## src/design/restart_pkg.sv

```systemverilog
package restart_pkg;

  // ------------------------------------------------------------------
  // Timing
  // ------------------------------------------------------------------
  localparam int unsigned CLK_HZ          = 100_000_000;
  localparam int unsigned HOLD_MIN_MS     = 150;
  localparam int unsigned HOLD_MAX_MS     = 4000;
  localparam int unsigned SEQ_WINDOW_MS   = 4000;
  localparam int unsigned OVR_LONG_S      = 120;
  localparam int unsigned OVR_SHORT_S     = 5;
  localparam int unsigned FLASH_MS        = 250;
  localparam longint unsigned HOLD_MIN_CYC  = longint'(HOLD_MIN_MS) * CLK_HZ / 1000;
  localparam longint unsigned HOLD_MAX_CYC  = longint'(HOLD_MAX_MS) * CLK_HZ / 1000;
  localparam longint unsigned SEQ_WIN_CYC   = longint'(SEQ_WINDOW_MS) * CLK_HZ / 1000;
  localparam longint unsigned OVR_LONG_CYC  = longint'(OVR_LONG_S) * CLK_HZ;
  localparam longint unsigned OVR_SHORT_CYC = longint'(OVR_SHORT_S) * CLK_HZ;
  localparam longint unsigned FLASH_CYC     = longint'(FLASH_MS) * CLK_HZ / 1000;

  // ------------------------------------------------------------------
  // Register map
  // ------------------------------------------------------------------
  localparam logic [11:0] CTRL_OFS   = 12'h000;
  localparam logic [11:0] STATE_OFS  = 12'h004;
  localparam logic [11:0] IRQ_ST_OFS = 12'h008;
  localparam logic [11:0] IRQ_MK_OFS = 12'h00C;
  localparam int unsigned CTRL_IL_EN_BIT = 0;
  localparam int unsigned CTRL_SEQ2_BIT  = 1;
  localparam logic [1:0]  CTRL_RESET     = 2'h1;
  localparam logic [3:0]  IRQ_MK_RESET   = 4'h0;
  localparam int unsigned EV_TRIP   = 0;
  localparam int unsigned EV_UNLOCK = 1;
  localparam int unsigned EV_MUTERR = 2;
  localparam int unsigned EV_OVR    = 3;

  typedef enum logic [4:0] {
    ST_LOCKED  = 5'h01,
    ST_RUN     = 5'h02,
    ST_MUTERR  = 5'h04,
    ST_OVR     = 5'h08,
    ST_BLOCKED = 5'h10
  } state_t;

  typedef struct packed {
    logic red;
    logic yellow;
    logic green;
    logic muting;
  } lamps_t;

endpackage

```

## src/design/restart_interlock_muting_override.sv

```systemverilog
`timescale 1ns/1ps
// Summary of operation
// - Trip (interlock enabled), power-up, muting fault outside override lock outputs off.
// - Locked: red and yellow lamps lit.
// - Locked: yellow only while field clear.
// - Press-release within bounds unlocks to ON.
// - Muting error flashes; only then override accepted.
// - Press, release, press within window.
// - Override lasts while input held.
// - Override limited: long limit, sequence-muting short.
// - Valid muting lets input release early.
// - Final release: valid muting resumes, else off.
// - Beam interruption without valid muting switches outputs off, except in override.
// - Interruption turns status lamp green to red.
// - Interlock enabled and disabled modes supported.
module restart_interlock_muting_override #(
  parameter longint unsigned HOLD_MIN  = restart_pkg::HOLD_MIN_CYC,
  parameter longint unsigned HOLD_MAX  = restart_pkg::HOLD_MAX_CYC,
  parameter longint unsigned SEQ_WIN   = restart_pkg::SEQ_WIN_CYC,
  parameter longint unsigned OVR_LONG  = restart_pkg::OVR_LONG_CYC,
  parameter longint unsigned OVR_SHORT = restart_pkg::OVR_SHORT_CYC,
  parameter longint unsigned FLASH     = restart_pkg::FLASH_CYC
) (
  input  wire logic                clk,             // 100 MHz clock
  input  wire logic                rst_n,           // Synchronous reset, low active
  input  wire logic                psel,            // APB select
  input  wire logic                penable,         // APB enable
  input  wire logic                pwrite,          // APB direction
  input  wire logic [11:0]         paddr,           // APB byte address
  input  wire logic [31:0]         pwdata,          // APB write data
  output logic                     pready,          // APB ready
  output logic [31:0]              prdata,          // APB read data
  output logic                     pslverr,         // APB error
  input  wire logic                restart_cmd,     // Restart button or controller output
  input  wire logic                field_clear,     // All active beams unobstructed
  input  wire logic                muting_valid,    // Valid muting condition
  input  wire logic                muting_fault,    // Muting timeout or fault event
  output logic                     safety_switching_output, // Safety outputs enable
  output restart_pkg::lamps_t      lamps,           // Status lamps
  output logic                     irq              // Level interrupt
);

  // ------------------------------------------------------------------
  // Register bus
  // ------------------------------------------------------------------
  logic [1:0]  ctrl_reg;
  logic [3:0]  irq_st_reg;
  logic [3:0]  irq_st_next;
  logic [3:0]  irq_mk_reg;
  logic [3:0]  events;
  restart_pkg::state_t state_reg;
  restart_pkg::state_t state_next;
  logic        acc;
  logic        known;

  assign acc     = psel && penable;
  assign pready  = 1'b1;
  assign known   = (paddr == restart_pkg::CTRL_OFS) || (paddr == restart_pkg::STATE_OFS)
                || (paddr == restart_pkg::IRQ_ST_OFS) || (paddr == restart_pkg::IRQ_MK_OFS);
  assign pslverr = acc && !known;

  always_ff @(posedge clk)
  begin
    if (!rst_n)
      ctrl_reg <= restart_pkg::CTRL_RESET;
    else if (acc && pwrite && paddr == restart_pkg::CTRL_OFS)
      ctrl_reg <= pwdata[1:0];
  end

  always_ff @(posedge clk)
  begin
    if (!rst_n)
      irq_mk_reg <= restart_pkg::IRQ_MK_RESET;
    else if (acc && pwrite && paddr == restart_pkg::IRQ_MK_OFS)
      irq_mk_reg <= pwdata[3:0];
  end

  // Set wins over a write-one clear in the same cycle.
  always_comb
  begin
    irq_st_next = irq_st_reg;
    if (acc && pwrite && paddr == restart_pkg::IRQ_ST_OFS)
      irq_st_next = irq_st_next & ~pwdata[3:0];
    irq_st_next = irq_st_next | events;
  end

  always_ff @(posedge clk)
  begin
    if (!rst_n)
      irq_st_reg <= 4'h0;
    else
      irq_st_reg <= irq_st_next;
  end

  always_ff @(posedge clk)
  begin
    if (!rst_n)
      irq <= 1'b0;
    else
      irq <= |(irq_st_next & irq_mk_reg);
  end

  always_ff @(posedge clk)
  begin
    if (!rst_n)
      prdata <= 32'h0;
    else if (psel && !penable && !pwrite)
      case (paddr)
        restart_pkg::CTRL_OFS:   prdata <= {30'h0, ctrl_reg};
        restart_pkg::STATE_OFS:  prdata <= {27'h0, state_reg};
        restart_pkg::IRQ_ST_OFS: prdata <= {28'h0, irq_st_reg};
        restart_pkg::IRQ_MK_OFS: prdata <= {28'h0, irq_mk_reg};
        default:                 prdata <= 32'h0;
      endcase
  end

  // ------------------------------------------------------------------
  // Restart input timing
  // ------------------------------------------------------------------
  logic        cmd_d;
  logic        cmd_rise;
  logic        cmd_fall;
  logic [31:0] hold_cnt;
  logic [31:0] seq_cnt;
  logic [1:0]  seq_step;
  logic [63:0] ovr_cnt;
  logic [31:0] flash_cnt;
  logic        flash;
  logic        good_press;
  logic        ovr_limit;
  logic        ovr_start;

  assign cmd_rise = restart_cmd && !cmd_d;
  assign cmd_fall = !restart_cmd && cmd_d;
  // Release only counts with hold time inside the bounds.
  assign good_press = cmd_fall && (64'(hold_cnt) >= HOLD_MIN) && (64'(hold_cnt) <= HOLD_MAX);
  assign ovr_limit  = ctrl_reg[restart_pkg::CTRL_SEQ2_BIT] ?
                      (ovr_cnt >= OVR_SHORT) : (ovr_cnt >= OVR_LONG);
  // Second press within the window after the first.
  assign ovr_start  = (state_reg == restart_pkg::ST_MUTERR) && seq_step == 2'd2 && cmd_rise;

  always_ff @(posedge clk)
  begin
    if (!rst_n)
      cmd_d <= 1'b0;
    else
      cmd_d <= restart_cmd;
  end

  always_ff @(posedge clk)
  begin
    if (!rst_n)
      hold_cnt <= 32'h0;
    else if (cmd_rise)
      hold_cnt <= 32'h1; // The rising sample is the first high cycle.
    else if (restart_cmd && hold_cnt != 32'hFFFF_FFFF)
      hold_cnt <= hold_cnt + 32'h1;
  end

  always_ff @(posedge clk)
  begin
    if (!rst_n || state_reg != restart_pkg::ST_MUTERR)
    begin
      seq_step <= 2'd0;
      seq_cnt  <= 32'h0;
    end
    else if (seq_step != 2'd0 && 64'(seq_cnt) >= SEQ_WIN)
    begin
      seq_step <= 2'd0;
      seq_cnt  <= 32'h0;
    end
    else
    begin
      if (seq_step != 2'd0)
        seq_cnt <= seq_cnt + 32'h1;
      if (seq_step == 2'd0 && cmd_rise)
      begin
        seq_step <= 2'd1;
        seq_cnt  <= 32'h0;
      end
      else if (seq_step == 2'd1 && cmd_fall)
        seq_step <= 2'd2;
    end
  end

  always_ff @(posedge clk)
  begin
    if (!rst_n || state_reg != restart_pkg::ST_OVR)
      ovr_cnt <= 64'h0;
    else
      ovr_cnt <= ovr_cnt + 64'h1;
  end

  always_ff @(posedge clk)
  begin
    if (!rst_n || 64'(flash_cnt) + 64'd1 >= FLASH)
    begin
      flash_cnt <= 32'h0;
      flash     <= rst_n ? !flash : 1'b0;
    end
    else
      flash_cnt <= flash_cnt + 32'h1;
  end

  // ------------------------------------------------------------------
  // Sequencer
  // ------------------------------------------------------------------
  always_comb
  begin
    state_next = state_reg;
    case (state_reg)
      restart_pkg::ST_LOCKED:
        if (muting_fault)
          state_next = restart_pkg::ST_MUTERR;
        else if (good_press && field_clear)
          state_next = restart_pkg::ST_RUN;
      restart_pkg::ST_RUN:
        if (muting_fault)
          state_next = restart_pkg::ST_MUTERR;
        else if (!field_clear && !muting_valid)
          state_next = ctrl_reg[restart_pkg::CTRL_IL_EN_BIT] ?
                       restart_pkg::ST_LOCKED : restart_pkg::ST_BLOCKED;
      restart_pkg::ST_BLOCKED:
        if (muting_fault)
          state_next = restart_pkg::ST_MUTERR;
        else if (field_clear)
          state_next = restart_pkg::ST_RUN;
      restart_pkg::ST_MUTERR:
        if (ovr_start)
          state_next = restart_pkg::ST_OVR;
        else if (good_press && field_clear)
          state_next = restart_pkg::ST_RUN;
      restart_pkg::ST_OVR:
        if (ovr_limit)
          state_next = restart_pkg::ST_MUTERR;
        else if (!restart_cmd && muting_valid)
          state_next = restart_pkg::ST_RUN;
        else if (!restart_cmd)
          state_next = restart_pkg::ST_MUTERR;
      default:
        state_next = restart_pkg::ST_LOCKED;
    endcase
  end

  always_ff @(posedge clk)
  begin
    if (!rst_n)
      state_reg <= restart_pkg::ST_LOCKED;
    else
      state_reg <= state_next;
  end

  always_comb
  begin
    events = 4'h0;
    events[restart_pkg::EV_TRIP]   = state_reg == restart_pkg::ST_RUN
                                  && (state_next == restart_pkg::ST_LOCKED
                                   || state_next == restart_pkg::ST_BLOCKED);
    events[restart_pkg::EV_UNLOCK] = state_reg != restart_pkg::ST_RUN
                                  && state_next == restart_pkg::ST_RUN;
    events[restart_pkg::EV_MUTERR] = state_reg != restart_pkg::ST_MUTERR
                                  && state_next == restart_pkg::ST_MUTERR;
    events[restart_pkg::EV_OVR]    = ovr_start;
  end

  // ------------------------------------------------------------------
  // Outputs
  // ------------------------------------------------------------------
  always_ff @(posedge clk)
  begin
    if (!rst_n)
    begin
      safety_switching_output <= 1'b0;
      lamps                   <= '0;
    end
    else
    begin
      safety_switching_output <= state_next == restart_pkg::ST_RUN
                              || state_next == restart_pkg::ST_OVR;
      lamps.green  <= state_next == restart_pkg::ST_RUN
                   || state_next == restart_pkg::ST_OVR;
      lamps.red    <= !(state_next == restart_pkg::ST_RUN
                     || state_next == restart_pkg::ST_OVR);
      lamps.yellow <= (state_next == restart_pkg::ST_LOCKED
                    || state_next == restart_pkg::ST_MUTERR) && field_clear;
      lamps.muting <= state_next == restart_pkg::ST_MUTERR ? flash
                   : (state_next == restart_pkg::ST_OVR
                   || (state_next == restart_pkg::ST_RUN && muting_valid));
    end
  end

endmodule

```

## config.mk

```make
export PLATFORM = sky130hd
export DESIGN_NAME = restart_interlock_muting_override
export DESIGN_NICKNAME = d
export VERILOG_FILES = /design/src/design/restart_pkg.sv /design/src/design/restart_interlock_muting_override.sv
export SDC_FILE = /design/constraint.sdc
export NUM_CORES = 1
export LEC_CHECK = 0
export BUFFER_PORTS_ARGS = -buffer_cell sky130_fd_sc_hd__buf_2
export CORE_UTILIZATION = 35
export CTS_CLUSTER_SIZE = 30
export DETAILED_ROUTE_END_ITERATION = 16
export PLACE_DENSITY_LB_ADDON = 0.05
export SETUP_SLACK_MARGIN = 0.4
export SYNTH_ARGS = -nofsm -noshare
export SYNTH_HDL_FRONTEND = slang
export SYNTH_SLANG_ARGS = --single-unit
```

## constraint.sdc

```tcl
create_clock -name clk -period 5.2 [get_ports clk]
set_clock_uncertainty 0.1 [all_clocks]
set_input_delay 1.04 -clock clk [delete_from_list [all_inputs] [get_ports clk]]
set_output_delay 1.04 -clock clk [all_outputs]
set_load 0.01 [all_outputs]
```

==> results.md <==
* Post-synth top area cell: dfxtp_1
* Dpl ws at 1.67 ns
* Finished Core Util at 39.3%
* CTS tree: done
* Total GRT Usage at 16.2%
* Num CTS Buffers at 17
* Minimum clock period at 3.33 ns
* I/O Pins at 93
* Crit path DAT at 3.54 ns
* Reg2Reg Launch Point: flash_cnt[0]
* Crit path required time at 5.41 ns
* GP Congestion at 0.776
* Setup violations, final at 0
* Post-Synthesis Cells at 1158
* Routed wire per std cell at 14.1 um
* DP HPWL at 15.4 mm
* Layout area overhead at 9.52%
* Critical path's largest stage delay at 0.59 ns
* R2r setup slk at 1.87 ns
* Setup crit start kind: flop
* Cts hold-fix bufs at 0
* Max VDD drop at 210 uV
* Drt total wl at 22.0 mm
* CTS Buffer Depth at 2
* Htree depth at 4
* Synth top area cells: dfxtp_1, xor2_1, nor2_1, xnor2_1, nor3_1
* Compound-cell area share of the yosys netlist at 10.1%
* Worst Hold Class: flop to flop
* Via Count at 7861
* Synth cell types at 87
* Vias in the first global route at 7531
* Register-to-Register Path Depth at 9
* Adder-Cell Fraction of Synth Area at 1.03%
* Sequential fraction of the synthesis area at 39.1%
* Die Ht at 169 um
* Share of cells above drive strength 1 at 9.14%
* Critical Path Fanout Max at 15
* Largest register FFs at 64
* Maximum clock rate at 300 MHz
* Synth Cell Area at 9710 um2
* Initial antenna violation count at 1
* Fin nets at 1230
* Non-filler cells, final at 1555
* Clock slew at reported path FFs at 0.07 ns
* Detail Route Antenna Nets at 0
* Pre-antenna DRT Iters at 5
* Max Cap Viol at 0
* Die area at 28400 um2
* Reg-to-Reg End: flash_cnt[17]
* IO Port Bufs at 36
* Pin count of the biggest net entering global routing at 64
* RSZ-0062 raised after global routing: false
* Nature of the critical path endpoint: flop
* Final TNS setup at 0 ns
* Top reg by flops: ovr_cnt
* CORE AREA at 27100 um2
* Total global routing overflow at 0
* WS Path Type: flop to flop
* # rows at 60
* Initial Util at 35.8%
* Avg Cell Area, Syn at 8.39 um2
* Status: finished, final reports clean
* Sequential Area at 3790 um2
* Clock sinks at 189
* Via density per instance at 5.06
* Setup WS post-layout at 1.87 ns
* Final slew viol count at 0
* Setup crit start: flash_cnt[0]
* Lkg Pwr at 3.40 nW
* Register bit total from synthesis at 189
* Crit-path slowest cell: nor4_4
* Clk Latency, worst-skew pair at 0.45 ns
* Iter 0 DRT Violations at 406
* # fillers at 2821
* Worst Setup EP: flash_cnt[17]
* Placed Cells at 1522
* Post-synth EDFFs at 1
* Slew @ Worst Pin at 1.13 ns
* Post-synthesis mux area share at 1.75%
* Endpoints failing hold at 0
* Residual DRC count at 0
* Synth top area share at 38.7%
* Final Cycle Share at 64.1%
* Pwr Density at 269 nW/um2
* Post-Synth Simple-Gate Area at 31.2%
* Setup bufs post-CTS at 0
* CTS root buf: clkbuf_16
* Syn. warnings at 0
* Multi-input logic area at 5490 um2
* Slew headroom at 24.2%
* # resized after CTS at 0
* Top FF cell, synth: dfxtp_1
* Synth async-reset ratio at 0%
* XOR/XNOR Fraction of Synth Area at 11.0%
* First-pass GRT wire length at 37.2 mm
* Die W at 169 um
* Main combinational cell family by area after synthesis: simple AND/OR/NAND/NOR gates
* CP Cell Sequence: ha_1, nand2_1, nor2_2, and2_0, xnor2_1, a211o_1, nor4_4, buf_4, nor3_1
-- stage by stage --
step	total power, W	hold WS [ns]	area, um2
floorplan	0.00157	0.349	9840
global placement	0.00159	0.380	10100
detailed placement	0.00159	0.382	10100
CTS	0.00291	0.392	10600
global route	0.00298	0.412	10600
finish	0.00286	0.392	10600
-- synthesized netlist by cell type, types with 32 or more instances --
cell type,count
dfxtp_1,188
nor2_1,127
nand2_1,98
xor2_1,78
nor3_1,75
nand3_1,62
a21oi_1,51
xnor2_1,44
nand4_1,38
o21ai_0,36
clkbuf_1,34
buf_4,32
-- how the worst min path moves through the flow --
stage                  start            end  depth (start not counted)
2_1_floorplan     ovr_cnt[0]     ovr_cnt[0]                          1
3_3_place_gp   irq_st_reg[2]  irq_st_reg[2]                          2
3_5_place_dp   irq_st_reg[2]  irq_st_reg[2]                          2
4_1_cts        irq_st_reg[2]  irq_st_reg[2]                          2
5_1_grt        irq_st_reg[2]  irq_st_reg[2]                          2
6_report       irq_st_reg[2]  irq_st_reg[2]                          2
-- where the power goes --
part | switching, W | internal [W]
Clock | 0.000632 | 0.000675
Combinational | 0.0000565 | 0.0000282
Sequential | 0.0000107 | 0.00146
-- final cells by class --
type / count / area share [%]
Multi-Input combinational cell: 896 / 51.6
Sequential cell: 189 / 35.7
Tap cell: 372 / 4.38
Clock buffer: 17 / 4.00
Timing Repair Buffer: 40 / 1.98
Clock inverter: 15 / 1.45
Inverter: 25 / 0.882
Antenna cell: 1 / 0.0235
-- per-layer routing --
metal | share of wire (%) | wire length [um] | track usage [%]
met3 | 2.5 | 542 | 3.37
met1 | 51 | 11200 | 21.7
met5 | 0 | 0 | 0
met2 | 45 | 9920 | 25.7
met4 | 1.4 | 313 | 5.89
-- cells by family after synthesis --
kind of cell | count (synthesis)
AO/OA/AOI/OAI | 149
flip-flops | 189
other | 2
XOR/XNOR | 122
AND/OR/NAND/NOR | 568
multiplexers | 14
adder cells (fa/ha/maj) | 8
buffers and inverters | 106
-- critical path, delay by kind of cell, from the launching register on --
family	cells	cell delay (ns)
AND/OR/NAND/NOR	5	1.47
adder cells (fa/ha/maj)	1	0.33
flip-flops	1	0.46
buffers and inverters	1	0.35
AO/OA/AOI/OAI	1	0.32
XOR/XNOR	1	0.16
-- cells in the final DEF (no fill, tap or decap), types with 16 or more instances in the layout --
cell type	n
conb_1	35
buf_2	36
dfxtp_1	188
nor3_1	74
inv_1	25
or3_1	28
a21oi_1	51
nand4_1	38
nor2_1	127
clkbuf_16	17
and4_1	16
xnor2_1	44
and3_1	25
xor2_1	78
nand2_1	97
nand3_1	62
nor4_1	22
o21ai_0	36
Note: power is estimated with default switching activity, not from simulation.
